File: src/logic/ifd_defines.svh
/*
 * Constants for the instruction format and timing front end: category
 * codes of the word layout, sub-codes and cycle counts.
 * Assumes inclusion by bare name from every file that needs it.
 */
`ifndef IFD_DEFINES_SVH
`define IFD_DEFINES_SVH

// ****************************************************************
// timing
// ****************************************************************
`define IFD_OSC_PER_CYC  3'h4      // oscillator periods per instruction cycle
`define IFD_PHASE_LAST   2'h3      // last phase of a cycle
`define IFD_CYC_SINGLE   2'h1
`define IFD_CYC_DOUBLE   2'h2

// ****************************************************************
// word layout: top nibble selects the group
// ****************************************************************
`define IFD_NIB_LIT      4'hC      // literal group
`define IFD_NIB_MOVFF    4'hD      // file-to-file move, first of two words
`define IFD_NIB_CTRL     4'hE      // control group
`define IFD_NIB_CONT     4'hF      // second word of a double-word instruction

// literal sub-codes
`define IFD_LIT_PTRLD    4'h7      // load indirect pointer, first of two words
`define IFD_LIT_EXT_MIN  4'h8      // sub-codes 8..F are the extended set

// control sub-codes
`define IFD_CTL_NOP      4'h0
`define IFD_CTL_RETURN   4'h1
`define IFD_CTL_TABLE    4'h2
`define IFD_CTL_BRA      4'h3
`define IFD_CTL_BCOND    4'h4
`define IFD_CTL_CALL     4'h5
`define IFD_CTL_CALLF    4'h6
`define IFD_CTL_GOTO     4'h7
`define IFD_CTL_SKIP     4'h9

// reset values
`define IFD_WORD_RST     16'h0000
`define IFD_ADDR_RST     20'h00000

`endif

File: src/logic/ifd_pkg.sv
/*
 * Types shared by the instruction format and timing front end.
 * Assumes nothing beyond a SystemVerilog compiler.
 */
package ifd_pkg;

  // instruction category
  typedef enum logic [1:0] {
    IFD_CAT_BYTE = 2'h0,
    IFD_CAT_BIT  = 2'h1,
    IFD_CAT_LIT  = 2'h2,
    IFD_CAT_CTRL = 2'h3
  } ifd_cat_e;

  // table pointer mode
  typedef enum logic [1:0] {
    IFD_TBL_KEEP     = 2'h0,
    IFD_TBL_POST_INC = 2'h1,
    IFD_TBL_POST_DEC = 2'h2,
    IFD_TBL_PRE_INC  = 2'h3
  } ifd_tbl_e;

  // which double-word instruction is half done
  typedef enum logic [1:0] {
    IFD_DW_PTRLD = 2'h0,
    IFD_DW_MOVFF = 2'h1,
    IFD_DW_CALL  = 2'h2,
    IFD_DW_GOTO  = 2'h3
  } ifd_dw_e;

  // sequencer state
  typedef enum logic [1:0] {
    IFD_ST_EXEC   = 2'h0,
    IFD_ST_SECOND = 2'h1,
    IFD_ST_FLUSH  = 2'h2
  } ifd_state_e;

endpackage : ifd_pkg

File: src/logic/ifd_dec_if.sv
/*
 * Decoded fields of one program word, passed from the field decoder to
 * the sequencer. Assumes both ends sit in the same clock domain.
 */
`timescale 1ns/100ps
interface ifd_dec_if;
  import ifd_pkg::*;
  ifd_cat_e    cat;
  logic [5:0]  opcode;
  logic [7:0]  f_addr;
  logic        dest_file;
  logic        use_bank;
  logic [2:0]  bit_idx;
  logic [7:0]  lit;
  logic [1:0]  ptr_sel;
  logic        fast;
  ifd_tbl_e    tbl_mode;
  logic        tbl_write;
  logic        is_double;
  ifd_dw_e     dw_kind;
  logic        is_cont;
  logic        is_ext;
  logic        pc_change;
  logic        is_cond;
  logic        is_return;
  logic        is_nop;

  modport producer (output cat, opcode, f_addr, dest_file, use_bank, bit_idx, lit, ptr_sel,
                    fast, tbl_mode, tbl_write, is_double, dw_kind, is_cont, is_ext,
                    pc_change, is_cond, is_return, is_nop);
  modport consumer (input cat, opcode, f_addr, dest_file, use_bank, bit_idx, lit, ptr_sel,
                    fast, tbl_mode, tbl_write, is_double, dw_kind, is_cont, is_ext,
                    pc_change, is_cond, is_return, is_nop);
endinterface : ifd_dec_if

File: src/logic/ifd_field_decode.sv
/*
 * Combinational split of one 16-bit program word into category and fields.
 * Assumes the word is stable while it is decoded; no state is held here.
 */
`timescale 1ns/100ps
`include "ifd_defines.svh"
module ifd_field_decode
  import ifd_pkg::*;
(
  // word in
  input  wire logic [15:0] word,
  input  wire logic        ext_en,
  // fields out
  ifd_dec_if.producer      dec
);

  // ****************************************************************
  // field split
  // ****************************************************************
  // opcode first, operands after; every field has a default
  always_comb begin
    dec.cat       = IFD_CAT_CTRL;
    dec.opcode    = word[15:10];
    dec.f_addr    = word[7:0];
    dec.dest_file = 1'b0;
    dec.use_bank  = 1'b0;
    dec.bit_idx   = 3'h0;
    dec.lit       = word[7:0];
    dec.ptr_sel   = word[5:4];
    dec.fast      = 1'b0;
    dec.tbl_mode  = ifd_tbl_e'(word[1:0]);
    dec.tbl_write = 1'b0;
    dec.is_double = 1'b0;
    dec.dw_kind   = IFD_DW_GOTO;
    dec.is_cont   = 1'b0;
    dec.is_ext    = 1'b0;
    dec.pc_change = 1'b0;
    dec.is_cond   = 1'b0;
    dec.is_return = 1'b0;
    dec.is_nop    = 1'b0;
    if (word[15] == 1'b0) begin
      dec.cat       = IFD_CAT_BYTE;
      dec.dest_file = word[9];
      dec.use_bank  = word[8];
    end else if (word[15:14] == 2'h2) begin
      dec.cat      = IFD_CAT_BIT;
      dec.opcode   = {4'h0, word[13:12]};
      dec.bit_idx  = word[11:9];
      dec.use_bank = word[8];
    end else if (word[15:12] == `IFD_NIB_LIT) begin
      dec.cat    = IFD_CAT_LIT;
      dec.opcode = {2'h0, word[11:8]};
      if (word[11:8] == `IFD_LIT_PTRLD) begin
        dec.is_double = 1'b1;
        dec.dw_kind   = IFD_DW_PTRLD;
      end else if (word[11:8] >= `IFD_LIT_EXT_MIN) begin
        // extended set is only recognised when enabled, else a no-op
        dec.is_ext = ext_en;
        dec.is_nop = !ext_en;
      end
    end else if (word[15:12] == `IFD_NIB_MOVFF) begin
      dec.cat       = IFD_CAT_BYTE;
      dec.is_double = 1'b1;
      dec.dw_kind   = IFD_DW_MOVFF;
    end else if (word[15:12] == `IFD_NIB_CTRL) begin
      dec.cat    = IFD_CAT_CTRL;
      dec.opcode = {2'h0, word[11:8]};
      if (word[11:8] == `IFD_CTL_NOP) begin
        dec.is_nop = 1'b1;
      end else if (word[11:8] == `IFD_CTL_RETURN) begin
        dec.is_return = 1'b1;
        dec.pc_change = 1'b1;
        dec.fast      = word[0];
      end else if (word[11:8] == `IFD_CTL_TABLE) begin
        dec.tbl_write = word[2];
      end else if (word[11:8] == `IFD_CTL_BRA) begin
        dec.pc_change = 1'b1;
      end else if (word[11:8] == `IFD_CTL_BCOND || word[11:8] == `IFD_CTL_SKIP) begin
        dec.is_cond = 1'b1;
      end else if (word[11:8] == `IFD_CTL_CALL || word[11:8] == `IFD_CTL_CALLF) begin
        dec.is_double = 1'b1;
        dec.dw_kind   = IFD_DW_CALL;
        dec.fast      = word[9];
      end else if (word[11:8] == `IFD_CTL_GOTO) begin
        dec.is_double = 1'b1;
        dec.dw_kind   = IFD_DW_GOTO;
      end else begin
        dec.is_nop = 1'b1;
      end
    end else begin
      // a lone second word runs as a no-op
      dec.is_cont = 1'b1;
      dec.is_nop  = 1'b1;
    end
  end

endmodule : ifd_field_decode

File: src/logic/ifd_core_front.sv
/*
 * Instruction format and timing front end: divides the core clock into
 * instruction cycles, decodes each fetched word, completes double-word
 * instructions and inserts discarded no-op cycles after pc changes.
 * Assumes program memory presents the word for the current instruction
 * cycle on fetch_word, stable at the last phase of that cycle.
 */
`timescale 1ns/100ps
`include "ifd_defines.svh"
module ifd_core_front
  import ifd_pkg::*;
(
  // clock and reset
  input  wire  logic        sys_clk,
  input  wire  logic        sys_rst,
  // program word and status in
  input  wire  logic [15:0] fetch_word,
  input  wire  logic        ext_en,
  input  wire  logic        cond_true,
  // timing out
  output logic              cyc_strobe,
  output logic              issue,
  output logic              nop_cycle,
  output logic [1:0]        cycles,
  // decoded instruction out
  output ifd_cat_e          cat,
  output logic [5:0]        opcode,
  output logic              is_ext,
  output logic [11:0]       f_addr,
  output logic [11:0]       f_dst,
  output logic              wr_accumulator,
  output logic              wr_file,
  output logic              use_bank,
  output logic [2:0]        bit_idx,
  output logic [11:0]       lit,
  output logic [1:0]        ptr_sel,
  output logic [19:0]       target,
  output logic              shadow_save,
  output logic              shadow_restore,
  output ifd_tbl_e          tbl_mode,
  output logic              tbl_write
);

  // ****************************************************************
  // instruction cycle divider
  // ****************************************************************
  logic [1:0]  phase_reg;
  logic        cyc_en;
  ifd_state_e  state_reg;
  ifd_dw_e     dw_kind_reg;

  // free-running phase count; one cycle enable per four clocks
  always_ff @(posedge sys_clk) begin
    if (sys_rst) begin
      phase_reg <= 2'h0;
    end else begin
      phase_reg <= phase_reg + 2'h1;
    end
  end

  assign cyc_en = (phase_reg == `IFD_PHASE_LAST);

  // strobe is registered so it lines up with the decoded outputs
  always_ff @(posedge sys_clk) begin
    if (sys_rst) begin
      cyc_strobe <= 1'b0;
    end else begin
      cyc_strobe <= cyc_en;
    end
  end

  // ****************************************************************
  // field decode
  // ****************************************************************
  ifd_dec_if dec ();

  ifd_field_decode u_field_decode (
    .word   (fetch_word),
    .ext_en (ext_en),
    .dec    (dec)
  );

  // joins the first-word bits with the low twelve of the second word
  function automatic logic [19:0] ifd_join(input logic [7:0] hi, input logic [15:0] w2);
    ifd_join = {hi, w2[11:0]};
  endfunction : ifd_join

  // ****************************************************************
  // sequencer
  // ****************************************************************
  // a taken change goes through a flush cycle so the prefetched word
  // never reaches the outputs as a real instruction
  always_ff @(posedge sys_clk) begin
    if (sys_rst) begin
      state_reg   <= IFD_ST_EXEC;
      dw_kind_reg <= IFD_DW_GOTO;
    end else if (cyc_en) begin
      case (state_reg)
        IFD_ST_EXEC: begin
          if (dec.is_double) begin
            state_reg   <= IFD_ST_SECOND;
            dw_kind_reg <= dec.dw_kind;
          end else if (dec.pc_change || (dec.is_cond && cond_true)) begin
            state_reg <= IFD_ST_FLUSH;
          end else begin
            state_reg <= IFD_ST_EXEC;
          end
        end
        IFD_ST_SECOND: begin
          state_reg <= IFD_ST_EXEC;
        end
        IFD_ST_FLUSH: begin
          state_reg <= IFD_ST_EXEC;
        end
        default: begin
          state_reg <= IFD_ST_EXEC;
        end
      endcase
    end
  end

  // ****************************************************************
  // issue and cycle accounting
  // ****************************************************************
  // issue pulses once per instruction except no-ops, at the cycle that completes it
  always_ff @(posedge sys_clk) begin
    if (sys_rst) begin
      issue     <= 1'b0;
      nop_cycle <= 1'b0;
      cycles    <= `IFD_CYC_SINGLE;
    end else if (cyc_en) begin
      issue     <= 1'b0;
      nop_cycle <= 1'b0;
      case (state_reg)
        IFD_ST_EXEC: begin
          issue     <= !dec.is_double && !dec.is_nop;
          nop_cycle <= dec.is_nop;
          if (dec.is_double) begin
            cycles <= `IFD_CYC_DOUBLE;
          end else if (dec.pc_change || (dec.is_cond && cond_true)) begin
            cycles <= `IFD_CYC_DOUBLE;
          end else begin
            cycles <= `IFD_CYC_SINGLE;
          end
        end
        IFD_ST_SECOND: begin
          issue <= 1'b1;
        end
        default: begin
          nop_cycle <= 1'b1;
        end
      endcase
    end else begin
      issue     <= 1'b0;
      nop_cycle <= 1'b0;
    end
  end

  // ****************************************************************
  // operand fields
  // ****************************************************************
  // operands load in the execute state and are completed by the second
  // word; flush cycles leave them alone so nothing new is acted on
  always_ff @(posedge sys_clk) begin
    if (sys_rst) begin
      cat            <= IFD_CAT_CTRL;
      opcode         <= 6'h00;
      is_ext         <= 1'b0;
      f_addr         <= 12'h000;
      f_dst          <= 12'h000;
      use_bank       <= 1'b0;
      bit_idx        <= 3'h0;
      lit            <= 12'h000;
      ptr_sel        <= 2'h0;
      target         <= `IFD_ADDR_RST;
      tbl_mode       <= IFD_TBL_KEEP;
      tbl_write      <= 1'b0;
    end else if (cyc_en && state_reg == IFD_ST_EXEC) begin
      cat       <= dec.cat;
      opcode    <= dec.opcode;
      is_ext    <= dec.is_ext;
      f_addr    <= (dec.dw_kind == IFD_DW_MOVFF && dec.is_double) ?
                   fetch_word[11:0] : {4'h0, dec.f_addr};
      use_bank  <= dec.use_bank;
      bit_idx   <= dec.bit_idx;
      lit       <= {4'h0, dec.lit};
      ptr_sel   <= dec.ptr_sel;
      target    <= {12'h000, dec.lit};
      tbl_mode  <= dec.tbl_mode;
      tbl_write <= dec.tbl_write;
    end else if (cyc_en && state_reg == IFD_ST_SECOND) begin
      case (dw_kind_reg)
        IFD_DW_PTRLD: begin
          lit <= {lit[3:0], fetch_word[7:0]};
        end
        IFD_DW_MOVFF: begin
          f_dst <= fetch_word[11:0];
        end
        default: begin
          target <= ifd_join(target[7:0], fetch_word);
        end
      endcase
    end
  end

  // ****************************************************************
  // result destination and shadow control
  // ****************************************************************
  // destination bit steers only byte-oriented results
  always_ff @(posedge sys_clk) begin
    if (sys_rst) begin
      wr_accumulator <= 1'b0;
      wr_file        <= 1'b0;
    end else if (cyc_en && state_reg == IFD_ST_EXEC) begin
      wr_accumulator <= dec.cat == IFD_CAT_BYTE && !dec.is_double && !dec.dest_file;
      wr_file        <= dec.cat == IFD_CAT_BYTE && !dec.is_double && dec.dest_file;
    end else if (cyc_en) begin
      wr_accumulator <= 1'b0;
      wr_file        <= 1'b0;
    end
  end

  // shadow save holds from the call's first word through its completing cycle, restore rides the return
  always_ff @(posedge sys_clk) begin
    if (sys_rst) begin
      shadow_save    <= 1'b0;
      shadow_restore <= 1'b0;
    end else if (cyc_en && state_reg == IFD_ST_EXEC) begin
      shadow_save    <= dec.is_double && dec.dw_kind == IFD_DW_CALL && dec.fast;
      shadow_restore <= dec.is_return && dec.fast;
    end else if (cyc_en) begin
      shadow_restore <= 1'b0;
      if (state_reg != IFD_ST_SECOND) begin
        shadow_save <= 1'b0;
      end
    end
  end

endmodule : ifd_core_front

File: config.mk
export PLATFORM = sky130hd
export DESIGN_NAME = ifd_core_front
export DESIGN_NICKNAME = d
export VERILOG_FILES = /design/src/logic/ifd_pkg.sv /design/src/logic/ifd_dec_if.sv /design/src/logic/ifd_field_decode.sv /design/src/logic/ifd_core_front.sv
export VERILOG_INCLUDE_DIRS = /design/src /design/src/logic
export SDC_FILE = /design/constraint.sdc
export NUM_CORES = 1
export LEC_CHECK = 0
export ABC_AREA = 1
export BUFFER_PORTS_ARGS = -buffer_cell sky130_fd_sc_hd__buf_2
export CAP_MARGIN = 5
export CORE_MARGIN = 1
export CORE_UTILIZATION = 55
export DETAILED_ROUTE_END_ITERATION = 6
export PLACE_DENSITY = 0.89
export SYNTH_ARGS = -nofsm -noshare
export SYNTH_HDL_FRONTEND = slang
export SYNTH_SLANG_ARGS = --single-unit
File: constraint.sdc
create_clock -name sys_clk -period 3.1 [get_ports sys_clk]
set_input_delay 0.31 -clock sys_clk [delete_from_list [all_inputs] [get_ports sys_clk]]
set_output_delay 0.31 -clock sys_clk [all_outputs]
set_load 0.05 [all_outputs]
==> results.ini <==
[placement]
dp_hpwl_um = 6140
place.gp.congestion = 0.983
placed_area_mm2 = 0.00382
portBuffers = 102

[floorplan]
row_count = 28
die_w_um = 80.4
start_util = 0.571
die_y_um = 80.4
dieArea_mm2 = 0.00647
io_pins = 103
core-area_mm2 = 0.00592

[cells_and_area]
fillers = 477
nNetsFinal = 526
final_util = 0.675
design_area_mm2 = 0.00399
regArea_mm2 = 0.00170
multiInputGateArea_mm2 = 0.00138
largest_reg_flops = 20
drive_gt1_frac = 0.300
area_delta_synth_final_pct = 18.1
antenna_cells = 0
max_flop_register = target

[sta]
final-hold-violation-count = 0
max-slew-margin-rel = 0.557
finClkSkew_ns = 0.0109
finalCriticalPeriod_ns = 1.88
maxSlewViolCount = 0
clock.fmax_ghz = 0.532
setup_viol = 0
setup_tns_ns = 0
period_share = 0.607
tightest_slew_ns = 0.664
rsz0062_at_grt = no

[global_route]
grt_pass1_wl_um = 13500
antenna_found_initial = 0
grt_usage = 0.276
grt_overflow = 0
grt_pass1_vias = 2849
grt_max_degree = 38

[clock_network]
cts_buffer_depth = 2
numCtsBuffers = 9
cts_resized = 0
postCtsSetupBuffers = 0
htreeDepth = 3
clk_pin_slew_ns = 0.08
cts-hold-fix-buffers = 0
root_buffer = clkbuf_8
cts.sinks = 85
cts_tree = yes
insertion_delay_ns = 0.36

[worst_setup_path]
r2r-end = shadow_restore
cp_max_fo = 16
crit_type = flop to flop
reg2reg_depth = 7
rrSetupSlack_ns = 1.22
cp.arrival_ns = 2.17
required_ns = 3.39
crit_start = phase_reg[0]
rr_startpoint = phase_reg[0]
end_kind = flop
cp-endpoint = shadow_restore
cp-start-kind = flop

[yosys]
netlist_area_mm2 = 0.00338
yosysSeqAreaShare = 0.503
syn_inst = 416
ys_types = 34
yosys_warnings = 0
syn-num-nets = 437
avgSynthCellArea_um2 = 8.13
ys_ff_latch = 85

[power]
p_leak_uw = 0.00192
total_power_uw = 2090
pwr_density_cell_mw_per_mm2 = 523
vdd_drop_max_mv = 0.333

[detailed_routing]
wl_um = 8700
route.detailed.drc = 0
wl_per_cell_um = 14.9
detail-route-antenna-nets = 0
vias = 3278
dr.pass1.iters = 6
vias_per_cell = 5.60
drt_iter0_markers = 375

[job]
maxCapViolCount = 0

[outcome]
status = finished clean

[hold_path]
hold_class = primary input to flop

[critical path, stage by stage (launching register included)]
cell and delay [ns]:
dfxtp_1 0.34, ha_1 0.25, nand2_1 0.09, nor2_2 0.51, nand2_1 0.14, a21oi_1 0.20
nand3_1 0.13, a21oi_1 0.15
[cells in the mapped netlist]
master / number / area (µm²)
nor2_2: 2 / 12.5
nand2_1: 81 / 304
ha_1: 1 / 12.5
a31oi_1: 1 / 6.26
clkinv_1: 1 / 3.75
nor2_1: 27 / 101
nand2_2: 4 / 25.0
buf_2: 8 / 40.0
a21oi_2: 9 / 78.8
buf_12: 1 / 20.0
a21boi_0: 1 / 7.51
nand3_2: 2 / 20.0
inv_2: 8 / 30.0
clkbuf_2: 1 / 5.00
a21oi_1: 48 / 240
nand2_4: 3 / 33.8
o21ai_2: 1 / 8.76
o21ai_1: 14 / 70.1
buf_6: 3 / 33.8
nor2_4: 3 / 33.8
inv_1: 28 / 105
clkbuf_1: 4 / 15.0
nand3_1: 12 / 60.1
nand4_1: 5 / 31.3
buf_4: 7 / 52.6
o21a_1: 1 / 7.51
o21ai_0: 43 / 215
a32o_1: 4 / 40.0
o211ai_1: 1 / 7.51
o31ai_1: 3 / 22.5
dfxtp_1: 85 / 1700
o22ai_1: 1 / 6.26
nand3_4: 1 / 17.5
or2_2: 2 / 12.5
[metrics by stage]
| step | cells | setup slack [ns] | hold WS (ns) |
|---|---|---|---|
| 2_1_floorplan | 416 | 1.69 | 0.399 |
| 3_3_place_gp | 569 | 1.12 | 0.409 |
| 3_5_place_dp | 569 | 1.02 | 0.418 |
| 4_1_cts | 585 | 1.23 | 0.249 |
| 5_1_grt | 585 | 1.07 | 0.264 |
| 6_report | 585 | 1.22 | 0.247 |
[cell type report]
class	instances	area share
Clock inverter	7	0.0125
Tap cell	75	0.0235
Inverter	37	0.0348
Timing Repair Buffer	102	0.128
Sequential cell	85	0.426
Multi-Input combinational cell	270	0.344
Clock buffer	9	0.0310
[how the worst min path moves through the flow]
stage | start | endpoint | slack, ns | depth (start not counted)
2_1_floorplan | phase_reg[0] | phase_reg[0] | 0.40 | 1
3_3_place_gp | phase_reg[0] | phase_reg[0] | 0.41 | 1
3_5_place_dp | phase_reg[0] | phase_reg[0] | 0.42 | 1
5_1_grt | fetch_word[14] | opcode[4] | 0.26 | 2
6_report | fetch_word[14] | opcode[4] | 0.25 | 2
4_1_cts | fetch_word[14] | opcode[4] | 0.25 | 2
[cell usage in the layout, fill, tap and decap left out, drive strengths merged]
cell type | synthesis | layout
nor2 | 32 | 32
clkbuf | 5 | 9
o21a | 1 | 1
clkinv | 1 | 7
a21boi | 1 | 1
a21oi | 57 | 57
ha | 1 | 1
o31ai | 3 | 3
a32o | 4 | 4
o21ai | 58 | 58
o211ai | 1 | 1
nand2 | 88 | 88
buf | 19 | 102
o22ai | 1 | 1
nand4 | 5 | 5
inv | 36 | 37
a31oi | 1 | 1
dfxtp | 85 | 85
or2 | 2 | 2
nand3 | 15 | 15
[metal layers]
| metal | vias up | wire length, µm | track usage |
|---|---|---|---|
| met1 | 1544 | 3740 | 0.367 |
| met3 | 26 | 652 | 0.0534 |
| met2 | 158 | 4080 | 0.424 |
| met4 | 0 | 226 | 0.139 |
| met5 | - | 0 | 0 |
| li1 | 1550 | - | - |
[power by group]
| part | total [µW] | internal (µW) | leakage [µW] | switching [µW] |
|---|---|---|---|---|
| sequential | 1130 | 1120 | 0.000687 | 16.9 |
| clock | 704 | 294 | 0.0000933 | 410 |
| combinational | 254 | 55.5 | 0.00114 | 198 |
[cells by family after synthesis]
family | share of synthesized area
and+or+nand+nor | 0.193
AOI/OAI and AO/OA | 0.210
DFF | 0.503
buffers and inverters | 0.0903
adders and majority gates | 0.00370
No activity file was read; power rests on OpenSTA's default activity.
